--- config.mk ---
export PLATFORM = sky130hd
export DESIGN_NAME = nhr_host_regs
export DESIGN_NICKNAME = d
export VERILOG_FILES = /design/src/nhr_pkg.sv /design/src/nhr_host_regs.sv
export SDC_FILE = /design/constraint.sdc
export NUM_CORES = 1
export LEC_CHECK = 0
export BUFFER_PORTS_ARGS = -buffer_cell sky130_fd_sc_hd__buf_2
export CAP_MARGIN = 25
export CORE_ASPECT_RATIO = 0.75
export CORE_UTILIZATION = 40
export DETAILED_ROUTE_END_ITERATION = 6
export SLEW_MARGIN = 0
export SYNTH_ARGS = -nofsm -noshare
export SYNTH_HDL_FRONTEND = slang
export SYNTH_SLANG_ARGS = --single-unit
--- constraint.sdc ---
create_clock -name i_clk -period 2.5 [get_ports i_clk]
set_clock_uncertainty 0.15 [all_clocks]
set_input_delay 0.25 -clock i_clk [delete_from_list [all_inputs] [get_ports i_clk]]
set_output_delay 0.25 -clock i_clk [all_outputs]
set_load 0.1 [all_outputs]
--- src/nhr_pkg.sv ---
// Constants for the network controller host register access block
package nhr_pkg;

  // ----------------------------------------------------------------
  // I/O port addresses
  // ----------------------------------------------------------------
  localparam logic [15:0] ADDR_WINDOW = 16'h0C60;
  localparam logic [15:0] ADDR_SELECT = 16'h0C62;
  localparam logic [15:0] ALIAS_WINDOW = 16'hC064;
  localparam logic [15:0] ALIAS_SELECT = 16'hC066;
  localparam logic [15:0] ADDR_AUX = 16'h0C68;
  localparam int AUX_LOW_BITS = 3;

  // ----------------------------------------------------------------
  // Internal register indexes behind the window port
  // ----------------------------------------------------------------
  localparam logic [1:0] SEL_CTRL = 2'h0;
  localparam logic [1:0] SEL_ADDR_LOW = 2'h1;
  localparam logic [1:0] SEL_ADDR_HIGH = 2'h2;
  localparam logic [1:0] SEL_MODE = 2'h3;

  // ----------------------------------------------------------------
  // Main control/status field positions
  // ----------------------------------------------------------------
  localparam int B_FAULT = 15;
  localparam int B_OVERLONG = 14;
  localparam int B_HEARTBEAT = 13;
  localparam int B_DROPPED = 12;
  localparam int B_TIMEOUT = 11;
  localparam int B_RX_EVENT = 10;
  localparam int B_TX_EVENT = 9;
  localparam int B_SETUP_DONE = 8;
  localparam int B_INT_PENDING = 7;
  localparam int B_INT_GATE = 6;
  localparam int B_RX_ON = 5;
  localparam int B_TX_ON = 4;
  localparam int B_TX_DEMAND = 3;
  localparam int B_HALT = 2;
  localparam int B_START = 1;
  localparam int B_FETCH = 0;

  // ----------------------------------------------------------------
  // Reset values
  // ----------------------------------------------------------------
  localparam logic [15:0] RESET_WORD = 16'h0000;
  localparam logic [7:0] RESET_AUX = 8'h00;
  localparam logic [15:0] UNDEF_READ = 16'h0000;

  // ----------------------------------------------------------------
  // Setup block layout and timing
  // ----------------------------------------------------------------
  localparam int SETUP_WORDS = 12;
  localparam logic [3:0] SETUP_LAST = 4'hB;
  localparam int W_MODE = 0;
  localparam int W_RX_RING_LO = 8;
  localparam int W_RX_RING_HI = 9;
  localparam int W_TX_RING_LO = 10;
  localparam int W_TX_RING_HI = 11;
  localparam logic [23:0] WORD_STRIDE = 24'h000002;
  localparam int CLK_PERIOD_NS = 10;
  localparam int BUS_TIMEOUT_NS = 25600;
  localparam int BUS_TIMEOUT_CYC =
    (BUS_TIMEOUT_NS + CLK_PERIOD_NS - 1) / CLK_PERIOD_NS;
  localparam logic [10:0] OVERLONG_BYTES = 11'd1519;

  // Setup fetch sequencer states
  typedef enum logic [1:0] {
    FS_IDLE,
    FS_ARB,
    FS_XFER
  } nhr_fetch_t;

endpackage : nhr_pkg

--- src/nhr_host_regs.sv ---
// Host register access, setup fetch and status flags of the controller
`timescale 1ns/100ps
`default_nettype none
module nhr_host_regs (
  input wire logic i_clk,
  input wire logic i_reset,
  input wire logic [15:0] i_io_addr,
  input wire logic i_io_rd,
  input wire logic i_io_wr,
  input wire logic [15:0] i_io_wdata,
  output logic [15:0] o_io_rdata,
  output logic o_io_ready,
  output logic [7:0] o_aux_control,
  output logic o_bus_req,
  input wire logic i_bus_grant,
  output logic o_mem_rd,
  output logic [23:0] o_mem_addr,
  input wire logic i_mem_ready,
  input wire logic [15:0] i_mem_rdata,
  input wire logic i_tx_frame_start,
  input wire logic i_tx_byte,
  input wire logic i_heartbeat_fault,
  input wire logic i_dropped_frame,
  input wire logic i_rx_event,
  input wire logic i_tx_event,
  input wire logic i_tx_demand_ack,
  output logic o_rings_active,
  output logic o_receiver_on,
  output logic o_transmitter_on,
  output logic o_transmit_demand,
  output logic [15:0] o_mode,
  output logic [23:0] o_rx_ring_addr,
  output logic [23:0] o_tx_ring_addr,
  output logic o_interrupt
);

  // ----------------------------------------------------------------
  // Declarations
  // ----------------------------------------------------------------
  logic [15:0] select_reg;
  logic [15:0] addr_low_reg;
  logic [15:0] addr_high_reg;
  logic [15:0] mode_reg;
  logic [7:0] aux_reg;
  logic halt_reg;
  logic start_reg;
  logic fetch_reg;
  logic gate_reg;
  logic demand_reg;
  logic rx_on_reg;
  logic tx_on_reg;
  logic active_reg;
  logic [6:0] flag_reg;
  logic [6:0] flag_set;
  logic [6:0] flag_clr;
  logic [15:0] status_word;
  logic [15:0] rdata_reg;
  logic ready_reg;
  logic [15:0] setup_mem_reg [nhr_pkg::SETUP_WORDS];
  nhr_pkg::nhr_fetch_t fstate_reg;
  logic [3:0] word_idx_reg;
  logic [23:0] mem_addr_reg;
  logic [11:0] wait_cnt_reg;
  logic [10:0] byte_cnt_reg;
  logic overlong_seen_reg;
  logic hit_window;
  logic hit_select;
  logic hit_aux;
  logic wr_window;
  logic wr_ctrl;
  logic halt_cmd;
  logic go_cmd;
  logic fetch_done;
  logic timeout;
  logic overlong_hit;

  // Port decode shared by reads and writes
  function automatic logic port_hit(input logic [15:0] addr,
                                    input logic [15:0] prim,
                                    input logic [15:0] alias_a);
    port_hit = (addr == prim) || (addr == alias_a);
  endfunction : port_hit

  // ----------------------------------------------------------------
  // I/O decode
  // ----------------------------------------------------------------
  // primary and alias ports
  assign hit_window = port_hit(i_io_addr, nhr_pkg::ADDR_WINDOW,
                               nhr_pkg::ALIAS_WINDOW);
  assign hit_select = port_hit(i_io_addr, nhr_pkg::ADDR_SELECT,
                               nhr_pkg::ALIAS_SELECT);
  assign hit_aux = (i_io_addr[15:nhr_pkg::AUX_LOW_BITS] ==
                    nhr_pkg::ADDR_AUX[15:nhr_pkg::AUX_LOW_BITS]);
  assign wr_window = i_io_wr && hit_window;
  // two select bits pick the register
  assign wr_ctrl = wr_window && (select_reg[1:0] == nhr_pkg::SEL_CTRL);
  assign halt_cmd = wr_ctrl && i_io_wdata[nhr_pkg::B_HALT];
  assign go_cmd = wr_ctrl && !i_io_wdata[nhr_pkg::B_HALT] &&
                  (i_io_wdata[nhr_pkg::B_START] ||
                   i_io_wdata[nhr_pkg::B_FETCH]);

  // ----------------------------------------------------------------
  // Select port
  // ----------------------------------------------------------------
  // index held until rewritten, cleared by halt or reset
  always_ff @(posedge i_clk) begin
    if (i_reset || halt_cmd) begin
      select_reg <= nhr_pkg::RESET_WORD;
    end else if (i_io_wr && hit_select) begin
      select_reg <= i_io_wdata;
    end
  end

  // ----------------------------------------------------------------
  // Registers 1 to 3
  // ----------------------------------------------------------------
  // written only while halted, otherwise ignored
  always_ff @(posedge i_clk) begin
    if (i_reset) begin
      addr_low_reg <= nhr_pkg::RESET_WORD;
      addr_high_reg <= nhr_pkg::RESET_WORD;
      mode_reg <= nhr_pkg::RESET_WORD;
    end else if (wr_window && halt_reg) begin
      unique case (select_reg[1:0])
        nhr_pkg::SEL_ADDR_LOW: addr_low_reg <= i_io_wdata;
        nhr_pkg::SEL_ADDR_HIGH: addr_high_reg <= i_io_wdata;
        nhr_pkg::SEL_MODE: mode_reg <= i_io_wdata;
        nhr_pkg::SEL_CTRL: ;
      endcase
    end
  end

  always_ff @(posedge i_clk) begin
    if (i_reset) begin
      aux_reg <= nhr_pkg::RESET_AUX;
    end else if (i_io_wr && hit_aux) begin
      aux_reg <= i_io_wdata[7:0];
    end
  end

  // ----------------------------------------------------------------
  // Control bits of register 0
  // ----------------------------------------------------------------
  // come up halted; halt wins over start and fetch
  always_ff @(posedge i_clk) begin
    if (i_reset || halt_cmd) begin
      halt_reg <= 1'b1;
      start_reg <= 1'b0;
      fetch_reg <= 1'b0;
      gate_reg <= 1'b0;
    end else begin
      if (go_cmd) begin
        halt_reg <= 1'b0;
      end
      if (go_cmd && i_io_wdata[nhr_pkg::B_START]) begin
        start_reg <= 1'b1;
      end
      if (go_cmd && i_io_wdata[nhr_pkg::B_FETCH]) begin
        fetch_reg <= 1'b1;
      end
      if (wr_ctrl) begin
        gate_reg <= i_io_wdata[nhr_pkg::B_INT_GATE];
      end
    end
  end

  // Transmit demand held until the transmitter takes it
  always_ff @(posedge i_clk) begin
    if (i_reset || halt_cmd) begin
      demand_reg <= 1'b0;
    end else if (wr_ctrl && i_io_wdata[nhr_pkg::B_TX_DEMAND]) begin
      demand_reg <= 1'b1;
    end else if (i_tx_demand_ack) begin
      demand_reg <= 1'b0;
    end
  end

  // ----------------------------------------------------------------
  // Setup fetch as bus master
  // ----------------------------------------------------------------
  assign timeout = (fstate_reg == nhr_pkg::FS_XFER) && !i_mem_ready &&
                   (wait_cnt_reg == 12'(nhr_pkg::BUS_TIMEOUT_CYC - 1));
  assign fetch_done = (fstate_reg == nhr_pkg::FS_XFER) && i_mem_ready &&
                      (word_idx_reg == nhr_pkg::SETUP_LAST);

  // word walk over the setup block after grant
  always_ff @(posedge i_clk) begin
    if (i_reset || halt_cmd) begin
      fstate_reg <= nhr_pkg::FS_IDLE;
      word_idx_reg <= 4'h0;
      mem_addr_reg <= 24'h000000;
      wait_cnt_reg <= 12'h000;
    end else begin
      unique case (fstate_reg)
        nhr_pkg::FS_IDLE: begin
          if (go_cmd && i_io_wdata[nhr_pkg::B_FETCH]) begin
            fstate_reg <= nhr_pkg::FS_ARB;
            word_idx_reg <= 4'h0;
            // full byte address, no alignment forced
            mem_addr_reg <= {addr_high_reg[7:0], addr_low_reg};
          end
        end
        nhr_pkg::FS_ARB: begin
          wait_cnt_reg <= 12'h000;
          if (i_bus_grant) begin
            fstate_reg <= nhr_pkg::FS_XFER;
          end
        end
        nhr_pkg::FS_XFER: begin
          if (timeout) begin
            fstate_reg <= nhr_pkg::FS_IDLE;
          end else if (i_mem_ready) begin
            setup_mem_reg[word_idx_reg] <= i_mem_rdata;
            wait_cnt_reg <= 12'h000;
            mem_addr_reg <= mem_addr_reg + nhr_pkg::WORD_STRIDE;
            word_idx_reg <= word_idx_reg + 4'h1;
            if (fetch_done) begin
              fstate_reg <= nhr_pkg::FS_IDLE;
            end
          end else begin
            wait_cnt_reg <= wait_cnt_reg + 12'h001;
          end
        end
        default: begin
          fstate_reg <= nhr_pkg::FS_IDLE;
        end
      endcase
    end
  end

  // ----------------------------------------------------------------
  // Ring activity and transceiver enables
  // ----------------------------------------------------------------
  // rings run on their own once started; timeout stops them
  always_ff @(posedge i_clk) begin
    if (i_reset || halt_cmd || timeout) begin
      active_reg <= 1'b0;
      rx_on_reg <= 1'b0;
      tx_on_reg <= 1'b0;
    end else if ((fetch_done && start_reg) ||
                 (go_cmd && i_io_wdata[nhr_pkg::B_START] &&
                  !i_io_wdata[nhr_pkg::B_FETCH] &&
                  fstate_reg == nhr_pkg::FS_IDLE)) begin
      active_reg <= 1'b1;
      rx_on_reg <= 1'b1;
      tx_on_reg <= 1'b1;
    end
  end

  // ----------------------------------------------------------------
  // Overlong frame detection
  // ----------------------------------------------------------------
  // Hit on the byte that brings the frame to the overlong count
  assign overlong_hit = i_tx_byte && !overlong_seen_reg &&
                        (byte_cnt_reg == nhr_pkg::OVERLONG_BYTES - 11'd1);

  // count bytes of the current frame
  always_ff @(posedge i_clk) begin
    if (i_reset || i_tx_frame_start) begin
      byte_cnt_reg <= 11'd0;
      overlong_seen_reg <= 1'b0;
    end else if (i_tx_byte && !overlong_seen_reg) begin
      byte_cnt_reg <= byte_cnt_reg + 11'd1;
      overlong_seen_reg <= overlong_hit;
    end
  end

  // ----------------------------------------------------------------
  // Event flags, bits 14 down to 8
  // ----------------------------------------------------------------
  assign flag_set = {overlong_hit, i_heartbeat_fault, i_dropped_frame,
                     timeout, i_rx_event, i_tx_event, fetch_done};
  assign flag_clr = wr_ctrl ? i_io_wdata[14:8] : 7'h00;

  // write one clears, set wins, halt and reset clear
  always_ff @(posedge i_clk) begin
    if (i_reset || halt_cmd) begin
      flag_reg <= 7'h00;
    end else begin
      flag_reg <= (flag_reg & ~flag_clr) | flag_set;
    end
  end

  // ----------------------------------------------------------------
  // Status word and read path
  // ----------------------------------------------------------------
  // register 0 layout with fault summary
  assign status_word = {|flag_reg[6:3], flag_reg, |flag_reg, gate_reg,
                        rx_on_reg, tx_on_reg, demand_reg, halt_reg,
                        start_reg, fetch_reg};

  // registered answer one cycle after a strobe to a decoded port
  always_ff @(posedge i_clk) begin
    if (i_reset) begin
      rdata_reg <= nhr_pkg::RESET_WORD;
      ready_reg <= 1'b0;
    end else begin
      ready_reg <= (i_io_rd || i_io_wr) && (hit_window || hit_select ||
                                            hit_aux);
      if (i_io_rd && hit_select) begin
        rdata_reg <= select_reg;
      end else if (i_io_rd && hit_window) begin
        unique case (select_reg[1:0])
          nhr_pkg::SEL_CTRL: rdata_reg <= status_word;
          nhr_pkg::SEL_ADDR_LOW: rdata_reg <= halt_reg ? addr_low_reg :
                                              nhr_pkg::UNDEF_READ;
          nhr_pkg::SEL_ADDR_HIGH: rdata_reg <= halt_reg ? addr_high_reg :
                                               nhr_pkg::UNDEF_READ;
          nhr_pkg::SEL_MODE: rdata_reg <= halt_reg ? mode_reg :
                                          nhr_pkg::UNDEF_READ;
        endcase
      end else if (i_io_rd) begin
        rdata_reg <= nhr_pkg::UNDEF_READ;
      end
    end
  end

  // ----------------------------------------------------------------
  // Outputs
  // ----------------------------------------------------------------
  assign o_io_rdata = rdata_reg;
  assign o_io_ready = ready_reg;
  assign o_aux_control = aux_reg;
  assign o_bus_req = (fstate_reg != nhr_pkg::FS_IDLE);
  assign o_mem_rd = (fstate_reg == nhr_pkg::FS_XFER);
  assign o_mem_addr = mem_addr_reg;
  assign o_rings_active = active_reg;
  assign o_receiver_on = rx_on_reg;
  assign o_transmitter_on = tx_on_reg;
  assign o_transmit_demand = demand_reg;
  assign o_mode = setup_mem_reg[nhr_pkg::W_MODE];
  // ring bases handed to the ring engine
  assign o_rx_ring_addr = {setup_mem_reg[nhr_pkg::W_RX_RING_HI][7:0],
                           setup_mem_reg[nhr_pkg::W_RX_RING_LO]};
  assign o_tx_ring_addr = {setup_mem_reg[nhr_pkg::W_TX_RING_HI][7:0],
                           setup_mem_reg[nhr_pkg::W_TX_RING_LO]};
  // pending request gated onto the line
  assign o_interrupt = gate_reg && (|flag_reg);

endmodule : nhr_host_regs
`default_nettype wire

* Word-level counts from Yosys, hierarchy flattened
Memories as Yosys holds them, arrays and structs flattened. Index checks and enable logic that the tools add are counted.
Word-level totals: RAM bits 192, register bits after elaboration 156, latch bits 0, output and inout port bits 120, ROM bits 0, word-level logic and storage cells 132, memories 1, input bits 61
Operators by class: shift-type cells 0, $mul 0, reductions and logical operators 53, bitwise operators 3, div/mod/pow operators 0, add/subtract/negate cells 4, equality and inequality tests 19, muxes and demuxes 32, $lt $le $gt $ge 0
Memories:
- setup_mem_reg | words 12, width 16, rd ports 5, clocked after Yosys merged registers in 0, wr ports 1, RTL line nhr_host_regs.sv:59 | logic [15:0] setup_mem_reg [nhr_pkg::SETUP_WORDS];
Operators by type and width (number):
- $mux W16 | 6
- $mux W24 | 3
- $pmux W16 S4 | 1
- $pmux W24 S2 | 1
- $eq A16 B12 Y1 const B | 2
- $eq A16 B16 Y1 const B | 2
- $add A24 B2 Y24 const B | 1
- $logic_and A1 B1 Y1 | 24
- $mux W12 | 2
- $pmux W12 S2 | 1
- $eq A13 B9 Y1 const B | 1
- $add A12 B1 Y12 const B | 1
- $eq A12 B12 Y1 const B | 1
- $mux W4 | 3
- $add A11 B1 Y11 const B | 1
- $eq A11 B11 Y1 const B | 1
- $logic_or A1 B1 Y1 | 10
- $mux W2 | 5
- $pmux W4 S2 | 1
- $reduce_and A2 Y1 | 4
- $reduce_and A4 Y1 | 2
- $reduce_bool A2 Y1 | 4
- $and A7 B7 Y7 | 1
- $mux W1 | 7
- other kinds (16) | 26

* Depth between registers and ports, before layout
depth in word-level cells 10, mapped depth 8, depth with buffers taken out 6

* Worst setup path after synthesis
OpenSTA, ideal clock, no wires.
path type register to register, from register mem_addr_reg[1], in the netlist o_mem_addr[1], to register mem_addr_reg[23], in the netlist o_mem_addr[23], period minus slack after synthesis 2944 ps, cell stages (with the launch flop) 7, setup time 117 ps, arrival time 2677 ps, setup slack -444 ps, required time 2233 ps, path through dfxtp_1 -> ha_1 -> nand4_1 -> nor4_1 -> and4_1 -> o22ai_1 -> a32o_1
On the way: longest elaborated chain between the ends 4
RTL lines:
- start: declaration | RTL line nhr_host_regs.sv:62 | logic [23:0] mem_addr_reg;
- start signal: assignment | RTL line nhr_host_regs.sv:200 | mem_addr_reg <= {addr_high_reg[7:0], addr_low_reg};
- start signal: assignment | RTL line nhr_host_regs.sv:215 | mem_addr_reg <= mem_addr_reg + nhr_pkg::WORD_STRIDE;
- $add A24 B2 Y24 | RTL line nhr_host_regs.sv:215
- $mux W24 | RTL line nhr_host_regs.sv:212 | end else if (i_mem_ready) begin
- $mux W24 | RTL line nhr_host_regs.sv:210 | if (timeout) begin
- $pmux W24 S2 | RTL line nhr_host_regs.sv:194 | unique case (fstate_reg)
No other way between the ends. The select of a mux whose other input is x is not followed. A chain may end at the register's enable or synchronous reset.

* Worst setup path in the final report
from register flag_reg[6], to output port o_interrupt
On the way: longest elaborated chain between the ends 2
RTL lines:
- start: declaration | RTL line nhr_host_regs.sv:53 | logic [6:0] flag_reg;
- start signal: assignment | RTL line nhr_host_regs.sv:280 | flag_reg <= (flag_reg & ~flag_clr) | flag_set;
- $reduce_or A7 Y1 | RTL line nhr_host_regs.sv:338 | assign o_interrupt = gate_reg && (|flag_reg);
- $logic_and A1 B1 Y1 | RTL line nhr_host_regs.sv:338
- end: declaration | RTL line nhr_host_regs.sv:34 | output logic o_interrupt
No other way between the ends.

==> impl_metrics.toml <==
[status]
status = "finished, violations left"
violations = "negative setup slack"

[floorplanning]
die_y_um = 133.9
initial_core_util_pct = 41.44
die-area_mm2 = 0.02383
core-area_mm2 = 0.02241
io_pins = 181
rows = 47
die_w_um = 177.9

[final_layout]
syn2layout_area_growth_pct = 29.29
layout-drive-gt1-share_pct = 26.68
stdcell_area_mm2 = 0.01200
largest_reg_flops = 64
nets = 1232
antenna_cells = 0
fin_util_pct = 53.57
fillers = 2041

[place]
hpwlAfterDp_mm = 19.73
io_buffers = 180
dpl_cell_area_mm2 = 0.01075
place_congestion = 0.8173

[synth]
syn_nets = 995
netlist_area_mm2 = 0.009284
synth_cell_types = 61
synth_top_area_share_pct = 33.64
synth_most_common_cell = "dfxtp_1"
synth_area_leaders = "dfxtp_1 (34%), edfxtp_1 (21%), mux2i_1 (4.7%)"
netlist_instances = 926
synth_seq_cells = 220
yosysWarningCount = 0
synthTopCellsByCount = "dfxtp_1 (156), nand2_1 (115), nor2_1 (88)"
syn_area_per_cell_um2 = 10.03
seq_area_frac_synth_pct = 54.34
synth_edf_count = 64
async_flop_share_pct = 0
synthFlopType = "dfxtp_1"
yosys.area.top_type = "dfxtp_1"

[cts]
clock_latency_ps = 510
htreeDepth = 1
numCtsBuffers = 22
cts.root.buffer_cell = "clkbuf_16"
cts.clk_slew.worst_paths_ps = 60
numClockSinks = 220
cts_tree = "built"
clockBufferDepth = 3

[grt]
grt_first_pass_wirelength_mm = 43.03
antenna_found_initial = 0
grt_usage_pct = 23.15
grt_pass1_vias = 7523
grt_max_degree = 59
grt-ovfl-total = 0

[critical_path]
cp_data_required_time_ps = 2100
crit_arrival_ps = 2130
start_kind = "flop"
path_max_fanout = 3
endpoint_kind = "output port"
path_class = "flop to output port"

[power_and_ir_drop]
netSwitchingFraction_pct = 20.41
vdd_drop_max_v = 0.0004861
clkPwrFrac_pct = 47.1
comb_power_share_pct = 3.6
p_switching_w = 0.001521
p_int_w = 0.005931
power_frac_seq_pct = 49.3
powerDensity_mw_per_mm2 = 620.9
finalPower_w = 0.007452
p_leak_nw = 4.598

[sta]
finalCritPeriodShare_pct = 101.2
rsz0062_at_grt = "true"
timing.final.crit_period_ps = 2531
layout_setup_ws_ps = -30.82
hold_viol_final = 0
timing.setup.tns_ps = -30.82
finalSetupViolations = 1
hold_slack_ps = 30.03
relSlewSlack_pct = 55.91
slew_violations = 0
tightest_slew_ps = 661.3
fmax_ghz = 0.3951

[drt]
drcViolationCount = 0
first_iter_violations = 802
wl_mm = 27.84
vias = 7989
ant_nets = 0
dr.pass1.iters = 5
viasPerCell = 5.431
wl_per_cell_um = 18.93

[flow_run]
maxCapViolCount = 0

[hold_path]
hp-class = "input port to flop"
## cells by family (layout without fill, tap and decap cells)
group                    Yosys count  in the layout  synth area share [%]
XOR/XNOR                          20             20                 1.887
AO/OA/AOI/OAI                    215            215                 15.61
multiplexers                      60             60                 6.685
flip-flops                       220            220                 54.34
AND/OR/NAND/NOR                  324            324                 16.86
buffers and inverters             79            330                 3.544
adder cells (fa/ha/maj)            8              8                 1.078
## final timing paths
check	depth (start not counted)	startpoint	slack, ps	endpoint
setup / recovery	4	flag_reg[6]	-30	o_interrupt
setup reg to reg	6	o_mem_addr[2]	80	o_mem_addr[15]
hold reg to reg	2	select_reg[8]	300	select_reg[8]
hold / removal	3	i_tx_frame_start	30	byte_cnt_reg[8]
## final cells by class
| type | instances | area, µm² | share of cell area, % |
|---|---|---|---|
| Tap cell | 294 | 367.9 | 3.065 |
| Timing Repair Buffer | 275 | 1784 | 14.86 |
| Multi-Input combinational cell | 627 | 3948 | 32.89 |
| Clock inverter | 10 | 161.4 | 1.345 |
| Inverter | 17 | 63.81 | 0.5316 |
| Sequential cell | 220 | 5065 | 42.20 |
| Clock buffer | 28 | 613.1 | 5.108 |
## placed cells by master (no fill, tap or decap), types with 13 or more instances in the layout
master	count
xnor2_1	14
mux2_2	16
dfxtp_1	140
nand2_1	115
o21ai_0	34
nand4_1	13
a21oi_1	54
edfxtp_1	64
nor2_1	88
clkbuf_16	22
buf_4	46
inv_1	17
a31oi_1	13
a22o_1	21
dfxtp_2	16
dlygate4sd3_1	44
nand3_1	27
a22oi_1	31
buf_2	179
mux2i_1	44
a32o_1	13
## metrics by stage
step / setup slack (ps) / std cells
floorplan: -44.92 / 926
global placement: 36.32 / 1387
detailed placement: 13.81 / 1388
CTS: -43.39 / 1470
global route: -65.53 / 1471
finish: -30.82 / 1471
## power groups by stage
stage               Clock [W]  Sequential [W]  Combinational [W]
floorplan                   0         0.00375          0.0000739
global placement            0         0.00375           0.000204
detailed placement          0         0.00375           0.000207
CTS                   0.00357         0.00368           0.000262
global route          0.00369         0.00367           0.000289
finish                0.00351         0.00368           0.000266
## layer usage
metal	wire length, µm	track usage [%]
met5	0	0
met3	2275	4.450
met4	372	4.179
met1	13430	34.70
met2	11760	34.61
## critical path: stages, from the launching register on
cell     delay, ps
dfxtp_2        340
or4_4          530
or4_4          430
and2_4         170
buf_12         160
## repair_timing
| item | CTS | global route |
|---|---|---|
| endpoints found under the hold margin | 136 | 0 |
| pin swaps | 1 | 1 |
| buffers inserted | 0 | 1 |
| setup endpoints to repair | 1 | 7 |
| hold buffers | 44 | 0 |
| gates resized for setup | 8 | 2 |
No activity file was read; power rests on OpenSTA's default activity.
